File: config.mk
export PLATFORM = sky130hd
export DESIGN_NAME = rifr_top
export DESIGN_NICKNAME = d
export VERILOG_FILES = /design/src/rifr_pkg.sv /design/src/rifr_top.sv
export SDC_FILE = /design/constraint.sdc
export NUM_CORES = 1
export LEC_CHECK = 0
export ABC_AREA = 1
export BUFFER_PORTS_ARGS = -buffer_cell sky130_fd_sc_hd__buf_2
export CAP_MARGIN = 20
export CORE_MARGIN = 2
export CORE_UTILIZATION = 45
export CTS_BUF_LIST = sky130_fd_sc_hd__clkbuf_2 sky130_fd_sc_hd__clkbuf_4 sky130_fd_sc_hd__clkbuf_8
export DETAILED_ROUTE_END_ITERATION = 7
export PLACE_DENSITY = 0.75
export SLEW_MARGIN = 20
export SYNTH_ARGS = -nofsm -noshare
export SYNTH_HDL_FRONTEND = slang
export SYNTH_SLANG_ARGS = --single-unit
File: constraint.sdc
create_clock -name clock -period 2.5 [get_ports clock]
set_input_delay 0.125 -clock clock [delete_from_list [all_inputs] [get_ports clock]]
set_output_delay 0.125 -clock clock [all_outputs]
set_load 0.01 [all_outputs]
File: src/rifr_pkg.sv
// constants and state layout for the receiver flag and signal strength block
//------------------------------------------------------------------------------
// Summary of operation
// - sleep timer expiry sets event bit 7
// - receive timer expiry sets event bit 6
// - fsk signal above trigger sets bit 5
// - preamble pass sets event bit 4
// - sync word pass sets event bit 3
// - packet mode node match sets bit 2
// - packet mode checksum pass sets bit 1
// - packet mode packet complete sets bit 0
// - event flag holds until host clear write
// - fifo flags only in buffer or packet mode
// - full flag follows fifo full, bit 6
// - not-empty flag follows nonzero count, bit 5
// - threshold flag when count reaches threshold, bit 4
// - overflow flag follows overflow condition, bit 3
// - writing one to bit 2 flushes fifo
// - flush write only in standby, tune, receive, memory
// - sleep state flushes fifo, resets packet handler
// - signal strength tracks indicator while receiving
// - signal strength is low-pass filtered
// - below squelch threshold reads as zero
//------------------------------------------------------------------------------
package rifr_pkg;
  localparam int ADDR_W = 7;
  localparam logic [6:0] ADDR_EVENT_CLEAR = 7'h42;
  localparam logic [6:0] ADDR_EVENT_STATUS = 7'h43;
  localparam logic [6:0] ADDR_FIFO_STATUS = 7'h44;
  localparam logic [6:0] ADDR_SIGNAL_STRENGTH = 7'h45;
  // event status bit positions
  localparam int BIT_SLEEP_TMO = 7;
  localparam int BIT_RX_TMO = 6;
  localparam int BIT_SIG_VALID = 5;
  localparam int BIT_PREAMBLE = 4;
  localparam int BIT_SYNCWORD = 3;
  localparam int BIT_NODE = 2;
  localparam int BIT_CHECKSUM = 1;
  localparam int BIT_PKT_DONE = 0;
  // fifo status bit positions
  localparam int BIT_FULL = 6;
  localparam int BIT_NOT_EMPTY = 5;
  localparam int BIT_THRESH = 4;
  localparam int BIT_OVERFLOW = 3;
  localparam int BIT_FLUSH = 2;
  // operating states
  localparam logic [2:0] OP_PUP = 3'h0;
  localparam logic [2:0] OP_SLEEP = 3'h1;
  localparam logic [2:0] OP_STBY = 3'h2;
  localparam logic [2:0] OP_TUNE = 3'h3;
  localparam logic [2:0] OP_RX = 3'h4;
  localparam logic [2:0] OP_EEPROM = 3'h5;
  // data modes
  localparam logic [1:0] MODE_DIRECT = 2'h0;
  localparam logic [1:0] MODE_BUFFER = 2'h1;
  localparam logic [1:0] MODE_PACKET = 2'h2;
  localparam int FILT_FRAC = 4;
  localparam logic [7:0] EVENT_RESET = 8'h00;
  localparam logic [1:0] RESV_RESET = 2'h0;
  localparam logic [7:0] RDATA_RESET = 8'h00;
  localparam logic [11:0] FILT_RESET = 12'h000;

  typedef struct packed {
    logic [7:0] event_flags;
    logic [1:0] fifo_resv;
    logic [11:0] filt_acc;
    logic [7:0] rdata;
    logic flush;
    logic ph_reset;
  } rifr_state_s;
endpackage : rifr_pkg

File: src/rifr_top.sv
// receiver event flags, fifo level flags and filtered signal strength readout
`timescale 1ns/1ns
module rifr_top
  import rifr_pkg::*;
#(
  parameter int FIFO_CNT_W = 6,
  parameter int FILT_SHIFT = 2
)
(
  input wire logic clock,
  input wire logic rst_n,
  // register port from the serial interface decoder
  input wire logic reg_wr,
  input wire logic reg_rd,
  input wire logic [rifr_pkg::ADDR_W-1:0] reg_addr,
  input wire logic [7:0] reg_wdata,
  output logic [7:0] reg_rdata,
  // device context
  input wire logic [2:0] op_state,
  input wire logic [1:0] data_mode,
  input wire logic fsk_demod_sel,
  // event sources
  input wire logic sleep_timer_on,
  input wire logic sleep_timer_expire,
  input wire logic sleep_timeout_irq_enable,
  input wire logic rx_timer_on,
  input wire logic rx_timer_expire,
  input wire logic receive_timeout_irq_enable,
  input wire logic signal_valid_irq_enable,
  input wire logic [7:0] fsk_trigger_threshold,
  input wire logic preamble_pass,
  input wire logic preamble_pass_irq_enable,
  input wire logic syncword_pass,
  input wire logic syncword_pass_irq_enable,
  input wire logic node_match,
  input wire logic node_match_irq_enable,
  input wire logic checksum_pass,
  input wire logic checksum_pass_irq_enable,
  input wire logic packet_complete,
  input wire logic packet_complete_irq_enable,
  // fifo state
  input wire logic [FIFO_CNT_W-1:0] fifo_count,
  input wire logic fifo_full,
  input wire logic fifo_overflow,
  input wire logic [FIFO_CNT_W-1:0] fifo_threshold,
  // signal strength
  input wire logic [7:0] signal_strength_value_raw,
  input wire logic [7:0] squelch_threshold,
  output logic [7:0] event_flags,
  output logic buffer_flush,
  output logic packet_handler_reset,
  output logic [7:0] signal_strength_value
);
  import rifr_pkg::*;

  //----------------------------------------------------------------------------
  // combinational conditions
  //----------------------------------------------------------------------------
  rifr_state_s s_q;
  rifr_state_s s_d;
  logic packet_mode;
  logic fifo_modes;
  logic cmd_state_ok;
  logic [7:0] event_set;
  logic [7:0] event_clr;
  logic buffer_full_flag;
  logic buffer_not_empty_flag;
  logic buffer_threshold_flag;
  logic buffer_overflow_flag;
  logic [7:0] fifo_status;
  logic [7:0] filt_value;
  logic [7:0] strength_view;
  logic signed [12:0] filt_diff;
  logic signed [12:0] filt_step;
  logic [11:0] filt_target;

  assign packet_mode = (data_mode == MODE_PACKET);
  assign fifo_modes = (data_mode == MODE_BUFFER) || packet_mode;
  // clear and flush commands are dead outside these states
  assign cmd_state_ok = (op_state == OP_STBY) || (op_state == OP_TUNE) ||
                        (op_state == OP_RX) || (op_state == OP_EEPROM);

  always_comb
  begin
    event_set = 8'h00;
    event_set[BIT_SLEEP_TMO] = sleep_timer_on && sleep_timeout_irq_enable &&
                               sleep_timer_expire;
    event_set[BIT_RX_TMO] = rx_timer_on && receive_timeout_irq_enable &&
                            rx_timer_expire;
    event_set[BIT_SIG_VALID] = fsk_demod_sel && signal_valid_irq_enable &&
                               (signal_strength_value_raw > fsk_trigger_threshold);
    event_set[BIT_PREAMBLE] = preamble_pass && preamble_pass_irq_enable;
    event_set[BIT_SYNCWORD] = syncword_pass && syncword_pass_irq_enable;
    event_set[BIT_NODE] = packet_mode && node_match && node_match_irq_enable;
    event_set[BIT_CHECKSUM] = packet_mode && checksum_pass &&
                              checksum_pass_irq_enable;
    // completion is flagged whatever the checksum outcome
    event_set[BIT_PKT_DONE] = packet_mode && packet_complete &&
                              packet_complete_irq_enable;
  end

  // clear register maps one bit per flag; zero bits keep their flag
  assign event_clr = (reg_wr && (reg_addr == ADDR_EVENT_CLEAR) && cmd_state_ok) ?
                     reg_wdata : 8'h00;

  //----------------------------------------------------------------------------
  // fifo level flags
  //----------------------------------------------------------------------------
  // level flags, no storage: they fall the moment the condition goes away
  assign buffer_full_flag = fifo_modes && fifo_full;
  assign buffer_not_empty_flag = fifo_modes && (fifo_count != '0);
  assign buffer_threshold_flag = fifo_modes && (fifo_count >= fifo_threshold);
  assign buffer_overflow_flag = fifo_modes && fifo_overflow;

  always_comb
  begin
    fifo_status = 8'h00;
    fifo_status[BIT_FULL] = buffer_full_flag;
    fifo_status[BIT_NOT_EMPTY] = buffer_not_empty_flag;
    fifo_status[BIT_THRESH] = buffer_threshold_flag;
    fifo_status[BIT_OVERFLOW] = buffer_overflow_flag;
    // flush bit is write-only and reads as zero
    fifo_status[1:0] = s_q.fifo_resv;
  end

  //----------------------------------------------------------------------------
  // signal strength filter
  //----------------------------------------------------------------------------
  // first-order low-pass with FILT_FRAC fraction bits; a larger FILT_SHIFT
  // smooths more but responds slower to a real level change
  assign filt_target = {signal_strength_value_raw, {FILT_FRAC{1'b0}}};
  assign filt_diff = $signed({1'b0, filt_target}) - $signed({1'b0, s_q.filt_acc});
  assign filt_step = filt_diff >>> FILT_SHIFT;
  assign filt_value = s_q.filt_acc[11:FILT_FRAC];
  assign strength_view = (filt_value < squelch_threshold) ? 8'h00 : filt_value;

  //----------------------------------------------------------------------------
  // next state
  //----------------------------------------------------------------------------
  always_comb
  begin
    s_d = s_q;
    // set wins over a clear arriving in the same cycle
    s_d.event_flags = (s_q.event_flags & ~event_clr) | event_set;
    if (reg_wr && (reg_addr == ADDR_FIFO_STATUS))
    begin
      s_d.fifo_resv = reg_wdata[1:0];
    end
    // filter only follows the indicator while receiving, else holds
    if (op_state == OP_RX)
    begin
      s_d.filt_acc = 12'(s_q.filt_acc + 12'(filt_step));
    end
    s_d.flush = 1'b0;
    s_d.ph_reset = 1'b0;
    if (op_state == OP_SLEEP)
    begin
      s_d.flush = 1'b1;
      s_d.ph_reset = 1'b1;
    end
    else if (reg_wr && (reg_addr == ADDR_FIFO_STATUS) && reg_wdata[BIT_FLUSH] &&
             cmd_state_ok)
    begin
      s_d.flush = 1'b1;
    end
    if (reg_rd)
    begin
      case (reg_addr)
        ADDR_EVENT_STATUS: s_d.rdata = s_q.event_flags;
        ADDR_FIFO_STATUS: s_d.rdata = fifo_status;
        ADDR_SIGNAL_STRENGTH: s_d.rdata = strength_view;
        default: s_d.rdata = RDATA_RESET;
      endcase
    end
  end

  //----------------------------------------------------------------------------
  // state register
  //----------------------------------------------------------------------------
  always_ff @(posedge clock)
  begin
    if (!rst_n)
    begin
      s_q.event_flags <= EVENT_RESET;
      s_q.fifo_resv <= RESV_RESET;
      s_q.filt_acc <= FILT_RESET;
      s_q.rdata <= RDATA_RESET;
      s_q.flush <= 1'b0;
      s_q.ph_reset <= 1'b0;
    end
    else
    begin
      s_q <= s_d;
    end
  end

  assign reg_rdata = s_q.rdata;
  assign event_flags = s_q.event_flags;
  assign buffer_flush = s_q.flush;
  assign packet_handler_reset = s_q.ph_reset;
  assign signal_strength_value = strength_view;
endmodule : rifr_top

-- Word level (Yosys, flattened, before mapping)
Cells that the tools add are included.
- register bits: 32
- bits of input ports: 80
- output and inout port bits: 26
- word-level logic and storage cells: 59
- $add $sub $neg: 2
- magnitude comparators: 3
- equality and inequality tests: 11
- muxes and demuxes: 6
- bitwise operators: 3
- reductions and logical operators: 28
- operators with widths (cell ; number):
    $eq 7x7->1 const B ; 4
    $pmux 8 s3 ; 1
    $logic_and 1x1->1 ; 23
    $mux 8 ; 2
    $sub 12x12->13 ; 1
    $add 12x12->12 ; 1
    $and 8x8->8 ; 1
    $gt 8x8->1 ; 1
    $lt 8x8->1 ; 1
    $not 8->8 ; 1
    $or 8x8->8 ; 1
    $eq 3x2->1 const B ; 2
    $eq 3x3->1 const B ; 2
    $ge 6x6->1 ; 1
    $reduce_bool 6->1 ; 1
    $logic_or 1x1->1 ; 4
    $eq 3x1->1 const B ; 1
    $mux 1 ; 3
    $eq 2x1->1 const B ; 1
    $eq 2x2->1 const B ; 1

-- Logic depth before layout (Yosys ltp)
Gate-level depths: netlist of run 1.
- depth in word-level cells: 9
- gate-level depth with buffers: 20
- gate-level depth less buffers: 20

-- Worst setup path after synthesis of run 1
Ideal clock, no wire load.
- path type: register to register
- start: register s_q, in the netlist filt_value[2]
- end: register s_q, in the netlist filt_value[7]
- library setup time: 110 ps
- arrival: 2403 ps
- setup slack: -12 ps
- cell stages (with the launch flop): 21
- buffers on the path: 0
- cell sequence: dfxtp_1 > inv_1 > ha_1 > nand2_2 > inv_2 > nand2_1 > nand2_2 > a21oi_2 > nor2_1 > nor2_1 > xnor2_1 > ha_1 > nand2_1 > nor2_1 > nand3_1 > nand3_1 > nand2_2 > nand3_2 > nand2_1 > inv_1 > nor2_2
- cells in the longest elaborated chain, start to end: 2
- ends and longest elaborated chain (what ; line ; RTL):
    start, declared ; rifr_top.sv:59 ; rifr_state_s s_q;
    $sub 12x12->13 ; rifr_top.sv:132 ; assign filt_diff = $signed({1'b0, filt_target}) - $signed({1'b0, s_q.filt_acc});
    $add 12x12->12 * ; rifr_top.sv:152 ; s_d.filt_acc = 12'(s_q.filt_acc + 12'(filt_step));
Mark *: on every way between the ends. The rest lies on a longest branch, timed or not.
A chain may end at the register's enable or synchronous reset.

-- Worst setup path after layout of run 1
- start: register s_q, in the netlist filt_value[1]
- end: register s_q, in the netlist filt_value[7]
The elaborated chain is that of the path after synthesis.

==> out/metrics.cfg, run 1 <==
[status]
outcome=complete, but fails checks
failed_checks=setup timing

[floorplanning]
coreArea_mm2=0.007176
dieWidth_um=89.42
io_pins=106
initial_core_util_pct=45.75
core.rowCount=31
die_area_mm2=0.007995
fp.dieH_um=89.42

[worst_setup_path]
worstPathRequired_ns=2.71
crit_fanout=6
reg2reg_setup_slack_ns=-0.04
endpoint_kind=flip-flop
cp.arrival_ns=2.75
worstSetupPathType=reg -> reg
r2r_cells=19
r2r_end=filt_value[7]
r2r_start=filt_value[1]
startpoint_type=flip-flop

[sta]
final.min_clock_period_ns=2.541
finalHoldViolations=0
post-route-period-util_pct=101.6
slew_headroom_pct=62.87
fin_skew_ns=0.009659
worst_slew_pin_slew_ns=0.5562
layout_setup_ws_ns=-0.04053
whs_ns=0.07235
setup_violations=2
rsz0062_at_grt=true
final_max_slew_viol_count=0
clock.fmax_ghz=0.3936

[synth]
synth_top_area_cell=dfxtp_1
syn_nets=630
syn_inst=507
seq_area_frac_synth_pct=19.51
syn_avg_cell_area_um2=6.476
ys.warnings.count=0
ys_top_cells_by_area=dfxtp_1, ha_1, nand2_1
ys_seq_elements=32
ys_types=37
synth_area_mm2=0.003283
netlist.area_leader.share_pct=19.51

[detailed_routing]
drt_pre_antenna_iters=4
viasPerCell=5.088
wl_mm=9.625
drcViolationCount=0
wire_per_inst_um=13.08
ant_nets=0
dr_total_vias=3745
drtIter0Drc=205

[placed_design]
port_buffers=105
dpl.hpwl_mm=7.393
gp_congestion=0.9362

[power_and_ir_drop]
ir_worst_vdd_v=0.0002743
power_density_mw_per_mm2=435.2
leakagePower_uw=0.002370

[worst_hold_path]
min_path_type=in -> reg
min_to=event_flags[4]
min_path_cells=3
hp-start=preamble_pass_irq_enable

[finish]
layout-drive-gt1-share_pct=38.62
seq_area_um2=644.4
multi_input_area_mm2=0.002406
finalNetCount=759
diodes=0
final_common_cell=buf_2
nFillCells=648
syn_to_final_growth_pct=35.67
layout_common_cells=buf_2, nand2_1, inv_1
finalCoreUtilization_pct=62.08

[grt]
grt.total_usage_pct=23.18
gr-total-overflow=0
antenna_found_initial=0
grt_pass1_vias=3346
grt_max_degree=26
grt_pass1_wl_mm=14.47

[clocking]
cts-htree-levels=2
cts_buffer_depth=2
cts_buffers=5
cts_sinks=32
hold_buffers=0
cts_tree=done
clock_latency_ns=0.30
root_buffer=clkbuf_8
clkTransAtPathRegs_ns=0.09

[run]
maxCapViolations=0

[layout make-up]
type                    instances  share of cell area (%)
multi-input cells             359                   54.02
repair buffers                143                   18.20
flip-flops and latches         32                   14.47
inverters                      95                   8.034
well taps                      99                   2.781
clock buffers                   5                   1.545
clock inverters                 3                  0.9551
[where the power goes]
group	leakage [µW]	internal (µW)	switching (µW)
logic	0.00205	386	482
clock network	0.0000541	295	231
registers	0.000262	530	14.6
[sequential cells by signal (all words and copies together) (netlist names)]
signal,flops
event_flags,8
filt_value,8
reg_rdata,8
s_q,4
fifo_status,2
buffer_flush,1
packet_handler_reset,1
[routing by layer]
metal / vias to the layer above / GRT usage, % / part of all wire, %
met1: 1754 / 27.75 / 43
met5: - / 0 / 0
met2: 97 / 41.95 / 51
met3: 19 / 3.970 / 4.3
li1: 1875 / - / -
met4: 0 / 7.327 / 1.8
[critical path, cell delays in order (launching register included)]
cell	delay (ns)
dfxtp_2	0.34
inv_2	0.05
ha_4	0.26
nand2_2	0.08
nand2_2	0.05
nand2_2	0.08
nand2_4	0.06
a21oi_4	0.16
nor2_2	0.06
nor2_2	0.14
xnor2_2	0.09
ha_1	0.33
nand2_2	0.08
nor2_4	0.14
nand2_2	0.08
and2_4	0.17
nand3_4	0.06
nand4_1	0.09
nand2_1	0.09
nor2_2	0.04
[synthesized netlist by cell type, drive strengths merged]
cell type	n
clkinv	3
a21o	1
a211oi	1
nand3	36
ha	42
xor2	8
o211ai	1
a31oi	2
nor4	1
o2111ai	1
xnor2	5
and2	1
o22ai	1
o21ai	25
fa	1
nand2	115
nor3	6
a21oi	51
inv	92
nand3b	2
o21bai	1
clkbuf	3
o21a	1
buf	18
nor2	50
dfxtp	32
nand4	7
[cell families after synthesis]
kind of cell             count (synthesis)  synth area share (%)
buffers and inverters                  116                 15.36
flip-flops                              32                 19.51
adder cells (fa/ha/maj)                 43                 16.62
AO/OA/AOI/OAI                           85                 14.71
AND/OR/NAND/NOR                        218                 30.34
XOR/XNOR                                13                 3.468
[metrics by stage]
stage	std cells	instance area, µm²	setup WS (ns)	total power (µW)	TNS, ns
global route	736	4454	-0.2082	2058	-0.6560
floorplan	507	3308	0.007266	1023	0
finish	736	4454	-0.04053	1938	-0.05285
CTS	732	4264	-0.001916	1837	-0.001916
detailed placement	719	4029	-0.1452	1262	-0.3383
global placement	719	4029	0.0005118	1247	0
[timing repair]
action                                  4_1_cts  5_1_grt
cloned                                        0        0
resized for setup                            19       39
endpoints found under the setup margin        5        6
buffers inserted                              5        4
pin swaps                                    13       25
[worst max-delay path by stage]
stage / slack [ns] / endpoint / start / cells after the start
after floorplan: 0.007 / filt_value[7] / filt_value[3] / 20
after global placement: 0.0005 / filt_value[5] / filt_value[2] / 17
after detailed placement: -0.15 / filt_value[7] / filt_value[3] / 20
after CTS: -0.002 / filt_value[7] / filt_value[2] / 20
after global routing: -0.21 / filt_value[7] / filt_value[1] / 20
final: -0.04 / filt_value[7] / filt_value[1] / 19
Power figures use the tool's default switching activity.
==> inputs of run 2 (changes only) <==
--- a/config.mk
+++ b/config.mk
@@ -5,14 +5,13 @@
 export SDC_FILE = /design/constraint.sdc
 export NUM_CORES = 1
 export LEC_CHECK = 0
-export ABC_AREA = 1
 export BUFFER_PORTS_ARGS = -buffer_cell sky130_fd_sc_hd__buf_2
 export CAP_MARGIN = 20
 export CORE_MARGIN = 2
 export CORE_UTILIZATION = 45
 export CTS_BUF_LIST = sky130_fd_sc_hd__clkbuf_2 sky130_fd_sc_hd__clkbuf_4 sky130_fd_sc_hd__clkbuf_8
 export DETAILED_ROUTE_END_ITERATION = 7
-export PLACE_DENSITY = 0.75
+export PLACE_DENSITY = 0.76
 export SLEW_MARGIN = 20
 export SYNTH_ARGS = -nofsm -noshare
 export SYNTH_HDL_FRONTEND = slang
==> run 2 against run 1 <==
Net effect: the run still ends with setup timing left; worst hold slack improved by 0.013 ns; maximum frequency fell by 13%; die area fell by 6.0%; cell count fell by 16%; sequential power barely moved; critical path depth fell by 3; clock skew fell by 0.0046 ns; critical path type unchanged; clock power fell by 4%; core utilization rose by 2.2 points.
==> out/metrics.cfg, run 2 <==
[finish]
diodes=0  ; unchanged
finalNetCount=661  ; -13%
layout-drive-gt1-share_pct=40.45  ; +1.8 points
finalCoreUtilization_pct=64.32  ; +2.2 points
final_cell_area_mm2=0.004322  ; -3.0%
final_common_cell=buf_2
syn_to_final_growth_pct=40.52
layout_common_cells=buf_2, buf_4, inv_1, ha_1, nand2_1

[synth]
synth_top_area_cell=dfxtp_1
synth_enable_flop_cells=0  ; unchanged
synth_ff_type=dfxtp_1
seq_area_frac_synth_pct=20.83  ; +1.3 points
syn_inst=387  ; -24%
ys_seq_elements=32  ; unchanged
ys_top_cells_by_area=dfxtp_1, ha_1, inv_1
synth_area_mm2=0.003075  ; -6.3%
synth_xor_area_share_pct=4.272  ; +0.80 points
yosysMostFrequentCell=ha_1
synth_mux_area_share_pct=0.3662  ; +0.37 points
yosys.area_share.simple_pct=21.77  ; -8.6 points
syn_avg_cell_area_um2=7.947  ; +23%
synthAdderAreaFrac_pct=17.74  ; +1.1 points
netlist.area_leader.share_pct=20.83  ; +1.3 points
syn_nets=510  ; -19%
yosys-top-cells-count=ha_1, inv_1, nand2_1, dfxtp_1, a21oi_1
synthArstFlopShare_pct=0  ; unchanged
synth_top_family_by_area=compound AO/OA/AOI/OAI gates
ys.warnings.count=0  ; unchanged
ys_types=59  ; +59%
synth_compound_area_share_pct=24.45  ; +9.7 points

[sta]
setup_violations=5  ; +3
setup_tns_ns=-1.387  ; -1.334 ns
clock.fmax_ghz=0.3426  ; -13%
final.min_clock_period_ns=2.919  ; +0.3780 ns
final_max_slew_viol_count=0  ; unchanged
finalHoldViolations=0  ; unchanged
slew_headroom_pct=46.22  ; -17 points
layout_setup_ws_ns=-0.4185  ; -0.3780 ns
rsz0062_at_grt=true
post-route-period-util_pct=116.7  ; +15 points
whs_ns=0.08576  ; +0.01342 ns
worst_slew_pin_slew_ns=0.8063  ; +0.2501 ns
fin_skew_ns=0.005098  ; -0.004561 ns

[worst_setup_path]
cp_top_family=compound AO/OA/AOI/OAI gates
cp.buffers_inverters=3  ; +2
reg2reg_setup_slack_ns=-0.42  ; -0.38 ns
endpoint_kind=flip-flop
r2r_cells=16  ; -3
cp.arrival_ns=3.07  ; +0.32 ns
r2r_end=filt_value[7]
r2r_start=filt_value[1]
startpoint_type=flip-flop
crit_fanout=3  ; -3
worstPathRequired_ns=2.65  ; -0.06 ns
worstSetupPathType=reg -> reg
cpMaxStageDelayCell=dfxtp_2
crit_chain=inv_2 -> ha_4 -> a21o_1 -> a31o_4 -> a21oi_4 -> o21ai_2 -> buf_4 -> xor2_1 -> ha_1 -> nand2_2 -> a21oi_2 -> o31a_1 -> o41ai_4 -> buf_4 -> a21oi_1 -> nand4b_1
cpPeakStageDelay_ns=0.34  ; about the same
cpMostUsedCell=buf_4

[detailed_routing]
dr_total_vias=3306  ; -12%
drcViolationCount=0  ; unchanged
ant_nets=0  ; unchanged
drtIter0Drc=143  ; -30%
drt_pre_antenna_iters=4  ; unchanged
wl_mm=8.619  ; -10%
wire_per_inst_um=13.92  ; +6.5%
viasPerCell=5.341  ; +5.0%

[clocking]
clock_latency_ns=0.28  ; -0.02 ns
cts_sinks=32  ; unchanged
hold_buffers=0  ; unchanged
cts_buffer_depth=2  ; unchanged
clkTransAtPathRegs_ns=0.08  ; about the same
root_buffer=clkbuf_8
cts-htree-levels=2  ; unchanged
cts_buffers=5  ; unchanged
cts_tree=done

[floorplanning]
dieWidth_um=86.67  ; -3.1%
fp.dieH_um=86.67  ; -3.1%
coreArea_mm2=0.006719  ; -6.4%
die_area_mm2=0.007512  ; -6.0%
initial_core_util_pct=45.77  ; about the same
io_pins=106  ; unchanged
core.rowCount=30  ; -3.2%

[placed_design]
gp_congestion=0.8699  ; -7.1%
dpl.hpwl_mm=6.810  ; -7.9%
placedInstanceArea_mm2=0.004043  ; +0.34%
port_buffers=105  ; unchanged
pre_cts_ws_ns=-0.3768  ; -0.2316 ns

[grt]
antenna_found_initial=0  ; unchanged
grt_pass1_vias=3318  ; -0.84%
grt.total_usage_pct=22.88  ; -0.30 points
gr-total-overflow=0  ; unchanged
grt_max_degree=32  ; +23%
grt_pass1_wl_mm=13.93  ; -3.7%

[status]
failed_checks=setup timing
outcome=complete, but fails checks

[worst_hold_path]
min_path_type=in -> reg
min_to=packet_handler_reset
min_path_cells=2  ; -1
hp-start=op_state[2]

[run]
maxCapViolations=0  ; unchanged

[power_and_ir_drop]
ir_worst_vdd_v=0.0002881  ; +5.0%
power_density_mw_per_mm2=453.6  ; +4.2%
leakagePower_uw=0.002120  ; -11%

run 2: cell types whose count changed in the layout (fill, tap and decap cells not counted), moves of 11 or more:
cell / before / now
nor2_1: 34 / 19
inv_2: 15 / 1
buf_4: 38 / 64
nand2_2: 20 / 1
a21oi_1: 37 / 19
nand2_1: 93 / 32
nand3_1: 30 / 13
inv_1: 77 / 39
o21ai_0: 21 / 10
run 2: where the power goes:
part	internal [µW]	leakage (µW)	total, µW	switching (µW)
clock network	295	0.0000541	506	211
logic	471	0.00180	907	436
registers	531	0.000261	547	15.9
run 2: logic make-up after synthesis:
kind of cell,after synthesis
simple gates,119
compound gates,110
buf+inv,67
fa+ha+maj,43
flops,32
xor+xnor,15
mux,1
run 2: cell type report:
| type | instances | area, µm² |
|---|---|---|
| timing repair buffer | 171 | 1028 |
| inverter | 40 | 150.1 |
| fill | 577 | 2397 |
| clock buffer | 5 | 68.82 |
| tap | 80 | 100.1 |
| clock inverter | 3 | 42.54 |
| multi-input combinational | 288 | 2288 |
| sequential | 32 | 643.1 |
run 2: worst max-delay path by stage:
stage,start,depth (start not counted),end
3_3_place_gp,filt_value[1],14,filt_value[7]
4_1_cts,filt_value[1],15,filt_value[7]
5_1_grt,filt_value[1],15,filt_value[7]
2_1_floorplan,filt_value[1],15,filt_value[7]
6_report,filt_value[1],16,filt_value[7]
3_5_place_dp,filt_value[0],14,filt_value[7]
run 2: metrics by stage:
stage,instances,power [µW]
floorplan,387,991.6
global placement,607,1308
detailed placement,607,1338
CTS,615,1888
global route,619,2074
finish,619,1960
run 2: per-layer routing:
layer / up-vias / wire length [µm] / global-route usage (%)
met5: - / 0 / 0
met4: 0 / 106 / 5.682
met3: 8 / 429 / 4.000
met2: 96 / 4672 / 46.29
met1: 1528 / 3411 / 23.89
li1: 1674 / - / -
run 2: worst reg2reg max path, delay by kind of cell, from the launching register on:
kind	cells	cell delay (ns)
XOR/XNOR	1	0.13
flip-flops	1	0.34
adder cells (fa/ha/maj)	2	0.54
AND/OR/NAND/NOR	2	0.28
AO/OA/AOI/OAI	8	1.14
buffers and inverters	3	0.37
run 2: timing repair:
| action | 4_1_cts | 5_1_grt |
|---|---|---|
| resized for setup | 18 | 16 |
| setup buffers | 0 | 6 |
| pin swaps | 10 | 17 |
| setup endpoints to repair | 6 | 7 |
==> inputs of run 3 (changes only) <==
--- a/config.mk
+++ b/config.mk
@@ -7,6 +7,7 @@
 export LEC_CHECK = 0
 export BUFFER_PORTS_ARGS = -buffer_cell sky130_fd_sc_hd__buf_2
 export CAP_MARGIN = 20
+export CORE_ASPECT_RATIO = 0.8
 export CORE_MARGIN = 2
 export CORE_UTILIZATION = 45
 export CTS_BUF_LIST = sky130_fd_sc_hd__clkbuf_2 sky130_fd_sc_hd__clkbuf_4 sky130_fd_sc_hd__clkbuf_8
==> run 3 against run 2 <==
Net effect: the run still ends with setup timing left; non-clock buffer count is 6 higher; combinational power up 7.9%; via count rose by 6.5%; worst hold slack better by 0.0051 ns; maximum frequency is 5.0% lower; routed wire length rose by 17%; critical endpoint unchanged.
==> out/metrics.cfg, run 3 (same netlist as run 2, synthesis figures left out) <==
[worst_setup_path]
worstPathRequired_ns=2.73  ; +0.08 ns
crit_fanout=3  ; unchanged
cp.buffers_inverters=1  ; -2
cp.depth=14  ; -2
cpMaxStageDelayCell=o41ai_4
cp.arrival_ns=3.31  ; +0.24 ns
worstSetupPathType=reg -> reg
cpPeakStageDelay_ns=0.37  ; +0.03 ns
startpoint_type=flip-flop
cp_top_family=compound AO/OA/AOI/OAI gates
r2r_cells=14  ; -2
endpoint_kind=flip-flop
crit_chain=inv_2 -> ha_2 -> a21o_1 -> a31o_4 -> a21oi_4 -> o21ai_0 -> xor2_1 -> ha_1 -> o21ai_1 -> a21oi_2 -> o31a_1 -> o41ai_4 -> mux2_4 -> nand4b_1

[worst_hold_path]
min_path_type=in -> reg
min_path_cells=2  ; unchanged

[finish]
final_cells=629  ; +1.6%
syn_to_final_growth_pct=43.08
diodes=0  ; unchanged
layout-drive-gt1-share_pct=40.92  ; +0.47 points
seq_area_um2=643.1  ; unchanged
nFillCells=518  ; -10%
final_common_cell=buf_2
layout_common_cells=buf_2, buf_4, ha_1
multi_input_area_mm2=0.002287  ; about the same
finalCoreUtilization_pct=67.63  ; +3.3 points
finalNetCount=667  ; +0.91%

[run]
maxCapViolations=0  ; unchanged

[grt]
grt_max_degree=27  ; -16%
gr-total-overflow=0  ; unchanged
antenna_found_initial=0  ; unchanged
grt_pass1_vias=3249  ; -2.1%
grt_pass1_wl_mm=14.77  ; +6.0%
grt.total_usage_pct=24.76  ; +1.9 points

[clocking]
cts_tree=done
cts_sinks=32  ; unchanged
root_buffer=clkbuf_8
clkTransAtPathRegs_ns=0.08  ; about the same
cts_buffers=5  ; unchanged
cts_buffer_depth=2  ; unchanged
cts-htree-levels=2  ; unchanged
clock_latency_ns=0.29  ; about the same
hold_buffers=0  ; unchanged

[placed_design]
port_buffers=105  ; unchanged
gp_congestion=0.8933  ; +2.7%
dpl.hpwl_mm=7.398  ; +8.6%
dp.cells=612  ; +0.82%

[detailed_routing]
wl_mm=10.07  ; +17%
routed-wl-met2_mm=4.644  ; -0.60%
met3_length_um=849  ; +98%
drt-met1-wl_mm=4.279  ; +25%
viasPerCell=5.598  ; +4.8%
drt_pre_antenna_iters=5  ; +1
wire_per_inst_um=16.00  ; +15%
dr_total_vias=3521  ; +6.5%
highest_layer=met4
drcViolationCount=0  ; unchanged
ant_nets=0  ; unchanged
drtIter0Drc=311  ; +120%

[floorplanning]
initial_core_util_pct=47.27  ; +1.5 points
coreArea_mm2=0.006506  ; -3.2%
fp.dieH_um=77.94  ; -10%
die_area_mm2=0.007515  ; about the same
dieWidth_um=96.43  ; +11%
io_pins=106  ; unchanged
core.rowCount=26  ; -13%

[status]
failed_checks=setup timing
outcome=complete, but fails checks

[power_and_ir_drop]
ir_worst_vdd_v=0.0002472  ; -14%
switching_share_pct=34.12  ; +0.30 points
p_seq_share_pct=26.1  ; -1.8 points
leakagePower_uw=0.002166  ; +2.2%
pwr-share-clk_pct=27.2  ; +1.4 points
p_comb_share_pct=46.7  ; +0.4 points
p_sw_uw=715.0  ; +7.8%
finalPower_uw=2095  ; +6.9%
p_int_uw=1380  ; +6.4%
power_density_mw_per_mm2=476.2  ; +5.0%

[sta]
layout_setup_ws_ns=-0.5719  ; -0.1533 ns
finalHoldViolations=0  ; unchanged
final.min_clock_period_ns=3.072  ; +0.1533 ns
clock.fmax_ghz=0.3255  ; -5.0%
final_max_slew_viol_count=0  ; unchanged
setup_violations=7  ; +2
rsz0062_at_grt=true
worst_slew_pin_slew_ns=0.5468  ; -0.2595 ns
whs_ns=0.09087  ; +0.005110 ns
fin_skew_ns=0.01380  ; +0.008700 ns
slew_headroom_pct=63.46  ; +17 points
post-route-period-util_pct=122.9  ; +6.1 points

[run 3: cell types whose count changed in the layout (fill, tap and decap cells not counted), moves of 2 or more]
cell,delta
a21oi_2,-2
buf_4,+2
buf_6,+4
clkbuf_8,+2
[run 3: worst paths after layout]
| path | from | end | slack [ns] |
|---|---|---|---|
| setup / recovery | filt_value[0] | filt_value[7] | -0.57 |
| hold / removal | op_state[2] | packet_handler_reset | 0.09 |
| setup reg to reg | filt_value[0] | filt_value[7] | -0.57 |
| hold reg to reg | fifo_status[0] | fifo_status[0] | 0.48 |
[run 3: power groups by stage]
stage	registers (µW)	logic, µW	clock network, µW
finish	546	979	570
global route	549	1050	598
CTS	546	830	570
detailed placement	557	781	0
global placement	556	752	0
floorplan	564	428	0
[run 3: layout make-up]
| cell class | count | share of cell area [%] |
|---|---|---|
| Inverter | 40 | 3.412 |
| Sequential cell | 32 | 14.61 |
| Timing Repair Buffer | 177 | 24.74 |
| Tap cell | 84 | 2.388 |
| Multi-Input combinational cell | 288 | 51.98 |
| Clock buffer | 7 | 2.189 |
| Clock inverter | 1 | 0.6824 |
[run 3: through the flow]
stage / setup slack [ns] / cell area, µm² / setup TNS (ns)
2_1_floorplan: -0.3056 / 3127 / -0.3056
4_1_cts: -0.3828 / 4255 / -1.389
6_report: -0.5719 / 4400 / -2.440
3_5_place_dp: -0.4838 / 4055 / -1.320
5_1_grt: -0.6737 / 4400 / -3.083
3_3_place_gp: -0.3030 / 4055 / -0.7462
[run 3: layer usage]
metal / up-vias / global-route usage, %
li1: 1687 / -
met2: 195 / 39.44
met3: 34 / 5.243
met4: 0 / 8.028
met5: - / 0
met1: 1605 / 33.14
[run 3: repair_timing]
item,4_1_cts,5_1_grt
buffers inserted,3,8
pin swaps,10,13
gates resized for setup,13,24
endpoints found under the setup margin,6,7
